File: src/verilog/csprg_pkg.sv
// constants for the core status and pointer register block
package csprg_pkg;
  localparam logic [7:0] CSPRG_ADDR_SP = 8'h81;
  localparam logic [7:0] CSPRG_ADDR_DPL = 8'h82;
  localparam logic [7:0] CSPRG_ADDR_DPH = 8'h83;
  localparam logic [7:0] CSPRG_ADDR_PSW = 8'hD0;
  localparam logic [7:0] CSPRG_ADDR_ACC = 8'hE0;
  localparam logic [7:0] CSPRG_ADDR_B = 8'hF0;
  localparam logic [7:0] CSPRG_SP_RST = 8'h07;
  localparam logic [7:0] CSPRG_ZERO_RST = 8'h00;
  localparam logic [7:0] CSPRG_ONE = 8'h01;
  localparam logic [15:0] CSPRG_PTR_ONE = 16'h0001;
  // status word field positions
  localparam int CSPRG_CY_BIT = 7;
  localparam int CSPRG_AC_BIT = 6;
  localparam int CSPRG_F0_BIT = 5;
  localparam int CSPRG_RS_HI = 4;
  localparam int CSPRG_RS_LO = 3;
  localparam int CSPRG_OV_BIT = 2;
  localparam int CSPRG_F1_BIT = 1;
  localparam int CSPRG_PAR_BIT = 0;
  localparam int CSPRG_BANK_IDX_W = 3;
endpackage

File: src/verilog/csprg_regs.sv
// core special registers: stack pointer, indirect pointer, status word, accumulators
`timescale 1ns/1ps

// Function
// - reset loads stack pointer with 0x07 and clears every other register here
// - a push increments the stack pointer first, then writes at the new location
// - indirect pointer is 16 bits, high pointer byte over low pointer byte
// - status bit 7 carry set on add carry or subtract borrow, else cleared
// - status bit 6 half carry set on nibble carry or borrow, else cleared
// - status bits 4-3 pick working bank at 0x00, 0x08, 0x10 or 0x18
// - status bit 2 overflow set on carry, borrow or multiply/divide overflow
// - status bit 0 is the even parity of the accumulator, one for an odd count of ones
// - status bits 5 and 1 are user flags the block never changes itself
// - primary working register is the bit addressable accumulator, reset zero
// - secondary working register is bit addressable second accumulator, reset zero
module csprg_regs (
  // clock and reset
  input wire logic i_clock,
  input wire logic i_sys_rst,
  // special register byte port
  input wire logic [7:0] i_sfr_addr,
  input wire logic i_sfr_wr,
  input wire logic [7:0] i_sfr_wdata,
  input wire logic i_sfr_rd,
  output logic [7:0] o_sfr_rdata,
  output logic o_sfr_rd_hit,
  // bit port
  input wire logic i_bit_wr,
  input wire logic [7:0] i_bit_addr,
  input wire logic i_bit_wdata,
  // execution updates
  input wire logic i_push,
  input wire logic [7:0] i_push_data,
  input wire logic i_pop,
  input wire logic i_ptr_inc,
  input wire logic i_arith_upd,
  input wire logic i_arith_cy,
  input wire logic i_arith_ac,
  input wire logic i_arith_ov,
  input wire logic i_acc_we,
  input wire logic [7:0] i_acc_data,
  input wire logic i_b_we,
  input wire logic [7:0] i_b_data,
  input wire logic [csprg_pkg::CSPRG_BANK_IDX_W-1:0] i_reg_idx,
  // stack write toward internal ram
  output logic o_stack_wr,
  output logic [7:0] o_stack_addr,
  output logic [7:0] o_stack_data,
  // state views
  output logic [7:0] o_stack_top_pointer,
  output logic [15:0] o_indirect_pointer,
  output logic [7:0] o_processor_status_word,
  output logic [7:0] o_primary_working_reg,
  output logic [7:0] o_secondary_working_reg,
  output logic [7:0] o_reg_addr
);
  import csprg_pkg::*;
  logic [7:0] sp_r, dpl_r, dph_r, acc_r, b_r;
  logic cy_r, ac_r, ov_r, f0_r, f1_r;
  logic [1:0] rs_r;
  logic [7:0] psw_view;
  logic [8:0] m_sp, m_dpl, m_dph, m_psw, m_acc, m_b;
  logic [15:0] ptr_inc_val;
  // ----------------------------------------
  // write merge
  // ----------------------------------------
  // byte write or single bit write; returns {hit, new value}
  function automatic logic [8:0] merge(input logic [7:0] cur, input logic [7:0] base,
                                       input logic bit_able);
    logic [7:0] v;
    logic hit;
    v = cur;
    hit = 1'b0;
    if (i_sfr_wr && i_sfr_addr == base) begin
      v = i_sfr_wdata;
      hit = 1'b1;
    end else if (bit_able && i_bit_wr && i_bit_addr[7:3] == base[7:3]) begin
      v[i_bit_addr[2:0]] = i_bit_wdata;
      hit = 1'b1;
    end
    merge = {hit, v};
  endfunction
  // merge reads the strobes itself, so only a process re-runs when they move
  always_comb begin
    m_sp = merge(sp_r, CSPRG_ADDR_SP, 1'b0);
    m_dpl = merge(dpl_r, CSPRG_ADDR_DPL, 1'b0);
    m_dph = merge(dph_r, CSPRG_ADDR_DPH, 1'b0);
    m_psw = merge(psw_view, CSPRG_ADDR_PSW, 1'b1);
    m_acc = merge(acc_r, CSPRG_ADDR_ACC, 1'b1);
    m_b = merge(b_r, CSPRG_ADDR_B, 1'b1);
  end
  assign ptr_inc_val = {dph_r, dpl_r} + CSPRG_PTR_ONE;
  // ----------------------------------------
  // stack pointer
  // ----------------------------------------
  // push and pop beat a software write in the same cycle
  always_ff @(posedge i_clock) begin
    if (i_sys_rst) begin
      sp_r <= CSPRG_SP_RST;
    end else if (i_push) begin
      sp_r <= sp_r + CSPRG_ONE;
    end else if (i_pop) begin
      sp_r <= sp_r - CSPRG_ONE;
    end else if (m_sp[8]) begin
      sp_r <= m_sp[7:0];
    end
  end
  // stack byte lands one cycle after the push, at the already bumped pointer
  always_ff @(posedge i_clock) begin
    if (i_sys_rst) begin
      o_stack_wr <= 1'b0;
      o_stack_addr <= CSPRG_ZERO_RST;
      o_stack_data <= CSPRG_ZERO_RST;
    end else begin
      o_stack_wr <= i_push;
      if (i_push) begin
        o_stack_addr <= sp_r + CSPRG_ONE;
        o_stack_data <= i_push_data;
      end
    end
  end
  // ----------------------------------------
  // indirect pointer
  // ----------------------------------------
  always_ff @(posedge i_clock) begin
    if (i_sys_rst) begin
      dpl_r <= CSPRG_ZERO_RST;
      dph_r <= CSPRG_ZERO_RST;
    end else if (i_ptr_inc) begin
      {dph_r, dpl_r} <= ptr_inc_val;
    end else begin
      dpl_r <= m_dpl[7:0];
      dph_r <= m_dph[7:0];
    end
  end
  assign o_indirect_pointer = {dph_r, dpl_r};
  // ----------------------------------------
  // status word
  // ----------------------------------------
  // arithmetic flag results override a software write in the same cycle
  always_ff @(posedge i_clock) begin
    if (i_sys_rst) begin
      cy_r <= 1'b0;
      ac_r <= 1'b0;
      ov_r <= 1'b0;
    end else if (i_arith_upd) begin
      cy_r <= i_arith_cy;
      ac_r <= i_arith_ac;
      ov_r <= i_arith_ov;
    end else begin
      cy_r <= m_psw[CSPRG_CY_BIT];
      ac_r <= m_psw[CSPRG_AC_BIT];
      ov_r <= m_psw[CSPRG_OV_BIT];
    end
  end
  // user flags and bank select change only through writes
  always_ff @(posedge i_clock) begin
    if (i_sys_rst) begin
      f0_r <= 1'b0;
      f1_r <= 1'b0;
      rs_r <= 2'b00;
    end else begin
      f0_r <= m_psw[CSPRG_F0_BIT];
      f1_r <= m_psw[CSPRG_F1_BIT];
      rs_r <= m_psw[CSPRG_RS_HI:CSPRG_RS_LO];
    end
  end
  // parity has no storage, so a written value simply has nowhere to go
  always_comb begin
    psw_view = CSPRG_ZERO_RST;
    psw_view[CSPRG_CY_BIT] = cy_r;
    psw_view[CSPRG_AC_BIT] = ac_r;
    psw_view[CSPRG_F0_BIT] = f0_r;
    psw_view[CSPRG_RS_HI:CSPRG_RS_LO] = rs_r;
    psw_view[CSPRG_OV_BIT] = ov_r;
    psw_view[CSPRG_F1_BIT] = f1_r;
    psw_view[CSPRG_PAR_BIT] = ^acc_r;
  end
  assign o_processor_status_word = psw_view;
  assign o_reg_addr = {3'b000, rs_r, i_reg_idx};
  // ----------------------------------------
  // accumulators
  // ----------------------------------------
  always_ff @(posedge i_clock) begin
    if (i_sys_rst) begin
      acc_r <= CSPRG_ZERO_RST;
    end else if (i_acc_we) begin
      acc_r <= i_acc_data;
    end else begin
      acc_r <= m_acc[7:0];
    end
  end
  always_ff @(posedge i_clock) begin
    if (i_sys_rst) begin
      b_r <= CSPRG_ZERO_RST;
    end else if (i_b_we) begin
      b_r <= i_b_data;
    end else begin
      b_r <= m_b[7:0];
    end
  end
  assign o_stack_top_pointer = sp_r;
  assign o_primary_working_reg = acc_r;
  assign o_secondary_working_reg = b_r;
  // ----------------------------------------
  // read port
  // ----------------------------------------
  always_ff @(posedge i_clock) begin
    if (i_sys_rst) begin
      o_sfr_rdata <= CSPRG_ZERO_RST;
      o_sfr_rd_hit <= 1'b0;
    end else begin
      o_sfr_rd_hit <= 1'b0;
      o_sfr_rdata <= CSPRG_ZERO_RST;
      if (i_sfr_rd) begin
        o_sfr_rd_hit <= 1'b1;
        case (i_sfr_addr)
          CSPRG_ADDR_SP: o_sfr_rdata <= sp_r;
          CSPRG_ADDR_DPL: o_sfr_rdata <= dpl_r;
          CSPRG_ADDR_DPH: o_sfr_rdata <= dph_r;
          CSPRG_ADDR_PSW: o_sfr_rdata <= psw_view;
          CSPRG_ADDR_ACC: o_sfr_rdata <= acc_r;
          CSPRG_ADDR_B: o_sfr_rdata <= b_r;
          default: o_sfr_rd_hit <= 1'b0;
        endcase
      end
    end
  end
endmodule // csprg_regs

File: config.mk
export PLATFORM = sky130hd
export DESIGN_NAME = csprg_regs
export DESIGN_NICKNAME = d
export VERILOG_FILES = /design/src/verilog/csprg_pkg.sv /design/src/verilog/csprg_regs.sv
export SDC_FILE = /design/constraint.sdc
export NUM_CORES = 1
export LEC_CHECK = 0
export ABC_AREA = 1
export BUFFER_PORTS_ARGS = -buffer_cell sky130_fd_sc_hd__buf_4
export CAP_MARGIN = 15
export CORE_ASPECT_RATIO = 0.9
export CORE_MARGIN = 2
export CORE_UTILIZATION = 48
export DETAILED_ROUTE_END_ITERATION = 6
export HOLD_SLACK_MARGIN = 0.1
export PLACE_DENSITY = 0.78
export RECOVER_POWER = 50
export SYNTH_ARGS = -nofsm -noshare
export SYNTH_HDL_FRONTEND = slang
export SYNTH_SLANG_ARGS = --single-unit
File: constraint.sdc
create_clock -name i_clock -period 1.55 [get_ports i_clock]
set_clock_uncertainty 0.2 [all_clocks]
set_input_delay 0.155 -clock i_clock [delete_from_list [all_inputs] [get_ports i_clock]]
set_output_delay 0.155 -clock i_clock [all_outputs]
set_load 0.02 [all_outputs]
# Word-level counts from Yosys, hierarchy flattened
# Cells that the tools add are included.
# op_classes
addsub	3
eq_ne	9
reduce_logical	22
n_lt_le_gt_ge	2
muxes	27
bitwise	1
# ops
cell	count
two-way mux 8 bit	16
equality test 8 bit (second input constant)	6
one-hot mux 8 bit (6 select lines)	1
bitwise mux 8 bit	3
adder 16 x 1 -> 16 bit (second input constant)	1
equality test 5 bit (second input constant)	3
nonzero test 3 bit	5
logical AND 1 bit	10
adder 8 x 1 -> 8 bit (second input constant)	1
parity 8 bit	1
subtractor 8 x 1 -> 8 bit (second input constant)	1
two-way mux 1 bit	6
nonzero test 2 bit	3
OR reduction 6 bit	1
less-than comparator 3 x 4 -> 1 bit (second input constant)	1
demux 1 bit (select 3 bit)	1
greater-or-equal comparator 3 x 1 -> 1 bit (second input constant)	1
AND reduction 2 bit	1
OR reduction 2 bit	1
inverter 1 bit	1
# totals
inputBits	66
wordCells	80
out_inout_bits	82
ff_bits	73

# Logic depth before layout (Yosys ltp)
# Gate-level depths: netlist of run 1.
# depth
ltp_word	8
depth_mapped	12
depth_no_buf	11

# Worst setup path before layout of run 1
# OpenSTA, ideal clock, no wires.
# synth_timing
kind	register -> register
startpoint	reg dpl_r[0]
endpoint	reg dph_r[2]
t_arrival_ns	1.473
slack_ns	-0.232
required_ns	1.241
stages_incl_launch_ff	11
setup_time_ns	0.109
period_less_slack_ns	1.782
n_path_buf	0
path_cell_list	dfxtp_1 > ha_1 > nand2_1 > nor2_1 > nand2_1 > nor2_1 > nand2_1 > nand3_1 > nand3_1 > nand2_1 > inv_1
# synth_between
elab_chain_len	2
# synth_rtl
item	line_no	source
from (decl)	csprg_regs.sv:58	logic [7:0] sp_r, dpl_r, dph_r, acc_r, b_r;
from (signal assigned)	csprg_regs.sv:130	{dph_r, dpl_r} <= ptr_inc_val;
from (signal assigned)	csprg_regs.sv:132	dpl_r <= m_dpl[7:0];
adder 16 x 1 -> 16 bit	csprg_regs.sv:92	assign ptr_inc_val = {dph_r, dpl_r} + CSPRG_PTR_ONE;
two-way mux 8 bit	csprg_regs.sv:129	end else if (i_ptr_inc) begin
to (signal assigned)	csprg_regs.sv:130	
to (signal assigned)	csprg_regs.sv:133	dph_r <= m_dph[7:0];
to (decl)	csprg_regs.sv:58	
# Every way passes these cells.
# A chain may end at the register's enable or synchronous reset.

# Worst setup path in the final report of run 1
# layout_timing
startpoint	reg acc_r[3] (netlist: o_primary_working_reg[3])
endpoint	out o_processor_status_word[0]
# layout_between
elab_chain_len	1
# layout_rtl
item	line_no	source
from (decl)	csprg_regs.sv:58	
from (signal assigned)	csprg_regs.sv:188	acc_r <= i_acc_data;
from (signal assigned)	csprg_regs.sv:190	acc_r <= m_acc[7:0];
parity 8 bit	csprg_regs.sv:177	psw_view[CSPRG_PAR_BIT] = ^acc_r;
to (decl)	csprg_regs.sv:52	output logic [7:0] o_processor_status_word,
# Every way passes these cells.

==> impl_metrics.py, run 1 <==
metrics = {
    "routing": {
        "ant_nets": 0,
        "via_count": 6892,
        "vias_per_cell": 5.59,
        "wl_per_cell_microns": 16.2,
        "drcViolationCount": 0,
        "drt-initial-drc-count": 828,
        "drt_pass1_iterations": 5,
        "routed_wl_mm": 20.0,
    },
    "sta": {
        "whs_ns": 0.110,
        "rsz0062_at_grt": "yes",
        "hold_viol_final": 0,
        "final.setup.tns_ns": -0.373,
        "max_freq_mhz": 598,
        "worst_slew_pin_slew_ns": 0.571,
        "finalCriticalPeriod_ns": 1.67,
        "slew_headroom": 0.619,
        "fin_crit_sh": 1.08,
        "setup_ws_ns": -0.122,
        "slew_viol_final": 0,
        "setup_viol": 12,
    },
    "clocking": {
        "clock_sinks": 73,
        "cts_tree": "yes",
        "clockBufferDepth": 2,
        "clk_latency_ns": 0.35,
        "clk_pin_slew_ns": 0.06,
        "clock-root-buffer": "clkbuf_16",
        "cts_buffers": 9,
        "ctsHtreeMaxLevel": 3,
    },
    "finish": {
        "drive_gt1_frac": 0.281,
        "syn2layout_area_growth_pct": 54.2,
        "n_fill_cell": 823,
        "multi_input_area_sq_um": 3330,
        "seq_area_sq_um": 1510,
        "stdcell_count": 1234,
        "num-nets-final": 1169,
        "diodes": 0,
    },
    "floorplanning": {
        "die_area_sq_um": 11400,
        "die_height_microns": 102,
        "placementRows": 35,
        "ios": 148,
        "coreArea_sq_um": 10200,
        "die_x_microns": 112,
        "start_util": 0.495,
    },
    "yosys": {
        "ys_top_cells_by_count": "nand2_1, nand3_1, nor2_1",
        "ys_seq_area_frac": 0.288,
        "synthArstFlopShare": 0,
        "synthCells": 850,
        "synth.most_common_cell": "nand2_1",
        "avgSynthCellArea_sq_um": 5.97,
        "synth_top_area_frac": 0.288,
        "netlist_area_sq_um": 5070,
        "yosysUniqueCellTypes": 32,
        "synthTopCellsByArea": "dfxtp_1, nand2_1, nand3_1, nor2_1, inv_1",
        "yosysTopAreaCell": "dfxtp_1",
        "synth_edf_count": 0,
        "ys_ff_latch": 73,
        "ys_warn_count": 0,
        "synth-main-ff-cell": "dfxtp_1",
    },
    "hold_path": {
        "min_path_cells": 0,
        "min_path_type": "primary input to primary output",
    },
    "global_route": {
        "grt_pass1_wl_mm": 29.9,
        "overflow": 0,
        "antenna_found_initial": 0,
        "grt_pass1_vias": 5998,
        "track_usage": 0.330,
        "grt_max_degree": 32,
    },
    "setup_path": {
        "cp_data_arrival_time_ns": 1.32,
        "cp_max_fo": 3,
        "worstSetupPathType": "register to primary output",
        "crit_buf_inv": 1,
        "cp.required_ns": 1.19,
        "crit_chain": "xnor2_4 -> nand2_1 -> nand2_1 -> nand2_1 -> nand2_2 -> buf_6",
        "cpPeakStageDelay_ns": 0.38,
        "path_depth": 6,
        "endpoint_kind": "primary output",
        "start_kind": "register",
        "cpMaxStageDelayCell": "dfxtp_4",
        "critical-path-top-delay-family": "flip-flops",
        "r2r_cells": 9,
        "crit_top_cell": "nand2_1",
    },
    "place": {
        "place_inst": 1147,
        "portBuffers": 138,
        "gp_congestion": 0.984,
        "dp_hpwl_mm": 13.5,
    },
    "run_status": {
        "status": "finished, violations left",
        "violations": "negative setup slack",
    },
    "pwr": {
        "power_density_nw_per_um2": 692,
        "peakVddDrop_uv": 754,
        "p_leak_nw": 3.73,
    },
    "run": {
        "cap_violations": 0,
    },
}
## final cells by class
type / instances / share of cell area
Clock inverter: 5 / 0.00416
Clock buffer: 11 / 0.0298
Timing Repair Buffer: 281 / 0.280
Sequential cell: 73 / 0.193
Multi-Input combinational cell: 644 / 0.426
Tap cell: 129 / 0.0206
Inverter: 91 / 0.0456
## worst paths after layout
kind / startpoint / end / slack, ns
worst max register to register: dpl_r[4] / dph_r[2] / -0.06
worst min-delay path: i_reg_idx[1] / o_reg_addr[1] / 0.11
worst min register to register: o_stack_addr[1] / o_stack_addr[1] / 0.26
worst max-delay path: o_primary_working_reg[3] / o_processor_status_word[0] / -0.12
## metrics by stage
step	instance area (sq um)	setup WS, ns	total power [W]	utilization
after floorplan	5110	-0.0200	0.00271	-
after global placement	6600	-0.129	0.00323	0.644
after detailed placement	6600	-0.187	0.00324	0.644
after CTS	7540	-0.0928	0.00528	0.736
after global routing	7820	-0.192	0.00559	0.763
final	7820	-0.122	0.00541	0.763
## logic make-up (layout without fill, tap and decap cells)
| family | Yosys count | count (layout) | share of synthesized area |
|---|---|---|---|
| simple gates | 505 | 505 | 0.440 |
| fa+ha+maj | 3 | 3 | 0.00740 |
| compound gates | 122 | 122 | 0.124 |
| xor+xnor | 11 | 11 | 0.0190 |
| flops | 73 | 73 | 0.288 |
| other cells | 1 | 3 | 0.000739 |
| buf+inv | 135 | 388 | 0.120 |
## layer usage
layer  up-vias  track usage  wire [microns]
met4         0        0.103             738
met1      3080        0.444            7970
met3        92       0.0772            2410
li1       3251            -               -
met5         -            0               0
met2       469        0.531            8920
## cells in the final DEF (no fill, tap or decap), types with 7 or more instances in the layout
cell type	n
a21oi_1	42
a21oi_2	8
buf_4	183
clkbuf_1	35
clkbuf_16	9
dfxtp_1	56
dfxtp_4	11
dlygate4sd3_1	54
inv_1	76
inv_2	8
nand2_1	221
nand2_2	10
nand3_1	110
nand4_1	24
nor2_1	82
nor2_2	10
nor2_4	11
nor3_1	12
o21ai_0	52
o21ai_1	9
or2_2	7
## timing repair
item / 4_1_cts / 5_1_grt
gates resized for setup: 29 / 89
hold buffers: 55 / 1
hold endpoints to repair: 50 / 1
endpoints found under the setup margin: 7 / 38
buffers inserted: 2 / 15
pin swaps: 11 / 29
## report_power, final
group | switching, W | internal [W] | total [W]
combinational | 0.000773 | 0.000627 | 0.00140
clock | 0.000850 | 0.00108 | 0.00193
sequential | 0.000111 | 0.00197 | 0.00208
(Power assumes the default switching activity.)
==> run 2: changes to the inputs <==
--- a/config.mk
+++ b/config.mk
@@ -12,6 +12,7 @@
 export CORE_MARGIN = 2
 export CORE_UTILIZATION = 48
 export DETAILED_ROUTE_END_ITERATION = 6
+export GPL_TIMING_DRIVEN = 0
 export HOLD_SLACK_MARGIN = 0.1
 export PLACE_DENSITY = 0.78
 export RECOVER_POWER = 50
==> run 2 against run 1 <==
Against the previous run:
- the flow still finishes with violations (negative setup slack)
- non-clock buffer count fell by 31
- hold slack got worse by 0.035 ns
- cell area fell by 4.2%
- sequential share of layout area rose by 1.3 points
- register-to-register slack got worse by 0.06 ns
- via count fell by 2.8%
- sequential power barely moved
- sequential cell count did not move
- wire length fell by 0.71%
- setup slack improved by 0.0042 ns
- cell count fell by 2.5%
- fmax rose by 0.25%
==> impl_metrics.py, run 2 (same netlist as run 1, synthesis figures left out) <==
metrics = {
    "run_status": {
        "status": "finished, violations left",
        "violations": "negative setup slack",
    },
    "finish": {
        "final_common_cell": "nand2_1",
        "syn2layout_area_growth_pct": 47.6,
        "diodes": 0,
        "stdcell_count": 1203,
        "num-nets-final": 1138,
        "drive_gt1_frac": 0.253,
        "utilization": 0.731,
        "mostFrequentLayoutCells": "nand2_1, buf_4, nand3_1",
        "final_area_sq_um": 7490,
    },
    "clocking": {
        "clock_sinks": 73,
        "ctsHtreeMaxLevel": 3,
        "cts_tree": "yes",
        "clk_latency_ns": 0.35,
        "clk_pin_slew_ns": 0.06,
        "clockBufferDepth": 2,
        "cts_buffers": 9,
        "clock-root-buffer": "clkbuf_16",
    },
    "sta": {
        "setup_ws_ns": -0.118,
        "rsz0062_at_grt": "yes",
        "slew_headroom": 0.556,
        "hold_viol_final": 0,
        "max_freq_mhz": 599,
        "slew_viol_final": 0,
        "finalCriticalPeriod_ns": 1.67,
        "worst_slew_pin_slew_ns": 0.660,
        "fin_crit_sh": 1.08,
        "setup_viol": 11,
    },
    "pwr": {
        "peakVddDrop_uv": 608,
        "p_leak_nw": 3.52,
        "power_density_nw_per_um2": 775,
        "finalPower_w": 0.00580,
    },
    "setup_path": {
        "cp_data_arrival_time_ns": 1.72,
        "cp.required_ns": 1.60,
        "start_kind": "register",
        "endpoint_kind": "register",
        "cp_max_fo": 6,
        "worstSetupPathType": "register to register",
    },
    "routing": {
        "drt-initial-drc-count": 665,
        "ant_nets": 0,
        "vias_per_cell": 5.57,
        "drcViolationCount": 0,
        "via_count": 6702,
        "wl_per_cell_microns": 16.5,
        "routed_wl_mm": 19.9,
        "drt_pass1_iterations": 6,
    },
    "floorplanning": {
        "die_height_microns": 102,
        "coreArea_sq_um": 10200,
        "ios": 148,
        "placementRows": 35,
        "die_area_sq_um": 11400,
        "die_x_microns": 112,
        "start_util": 0.495,
    },
    "place": {
        "place_inst": 1121,
        "portBuffers": 140,
        "place_ws_ns": -0.184,
        "gp_congestion": 0.943,
        "placed_cell_area_sq_um": 6320,
        "dp_hpwl_mm": 13.6,
    },
    "global_route": {
        "grt_pass1_wl_mm": 29.6,
        "track_usage": 0.329,
        "grt_max_degree": 15,
        "antenna_found_initial": 0,
        "grt_pass1_vias": 5858,
        "overflow": 0,
    },
    "run": {
        "cap_violations": 0,
    },
    "hold_path": {
        "min_path_type": "primary input to register",
    },
}
run 2: final cells by class:
class,instances,area [sq um]
clock inverters,6,95.1
repair buffers,206,1540
fillers,911,2760
plain buffers,44,275
multi-input cells,644,3270
clock buffers,10,250
flip-flops and latches,73,1540
inverters,91,354
well taps,129,161
run 2: report_power, final:
| group | total (W) | leakage (nW) | switching [W] | internal (W) |
|---|---|---|---|---|
| Combinational | 0.00131 | 2.74 | 0.000748 | 0.000559 |
| Clock | 0.00242 | 0.169 | 0.000892 | 0.00152 |
| Sequential | 0.00208 | 0.612 | 0.000126 | 0.00195 |
run 2: layer usage:
metal / share of wire / GRT usage / wire length, microns
met1: 0.41 / 0.450 / 8070
met5: 0 / 0 / 0
met2: 0.45 / 0.520 / 8990
met3: 0.11 / 0.0820 / 2200
met4: 0.032 / 0.0947 / 629
run 2: timing repair:
item,4_1_cts,5_1_grt
pin swaps,11,24
setup buffers,13,10
endpoints found under the hold margin,44,0
gates resized for setup,51,63
setup endpoints to repair,14,33
hold buffers,44,0
run 2: worst paths after layout:
check / cells after the start / start / endpoint / slack [ns]
hold reg to reg: 2 / o_stack_addr[1] / o_stack_addr[1] / 0.26
hold / removal: 4 / i_bit_addr[2] / rs_r[0] / 0.07
setup reg to reg: 9 / dpl_r[6] / dph_r[2] / -0.12
setup / recovery: 9 / dpl_r[6] / dph_r[2] / -0.12
run 2: through the flow:
step                      TNS [ns]  hold slack, ns
final                       -0.457          0.0746
after global routing         -1.68           0.123
after CTS                  -0.0918          0.0646
after detailed placement     -3.70           0.187
after global placement       -3.48           0.176
after floorplan            -0.0274          0.0899
run 2: worst max-delay path, stage by stage (launching register included):
cell and delay, ns:
dfxtp_1 0.47, nand2_1 0.17, nor2_4 0.22, nand2_2 0.10
nor2_2 0.11, nand2_1 0.05, nand3_1 0.08, nand3_1 0.07
nand2_1 0.06, inv_1 0.03
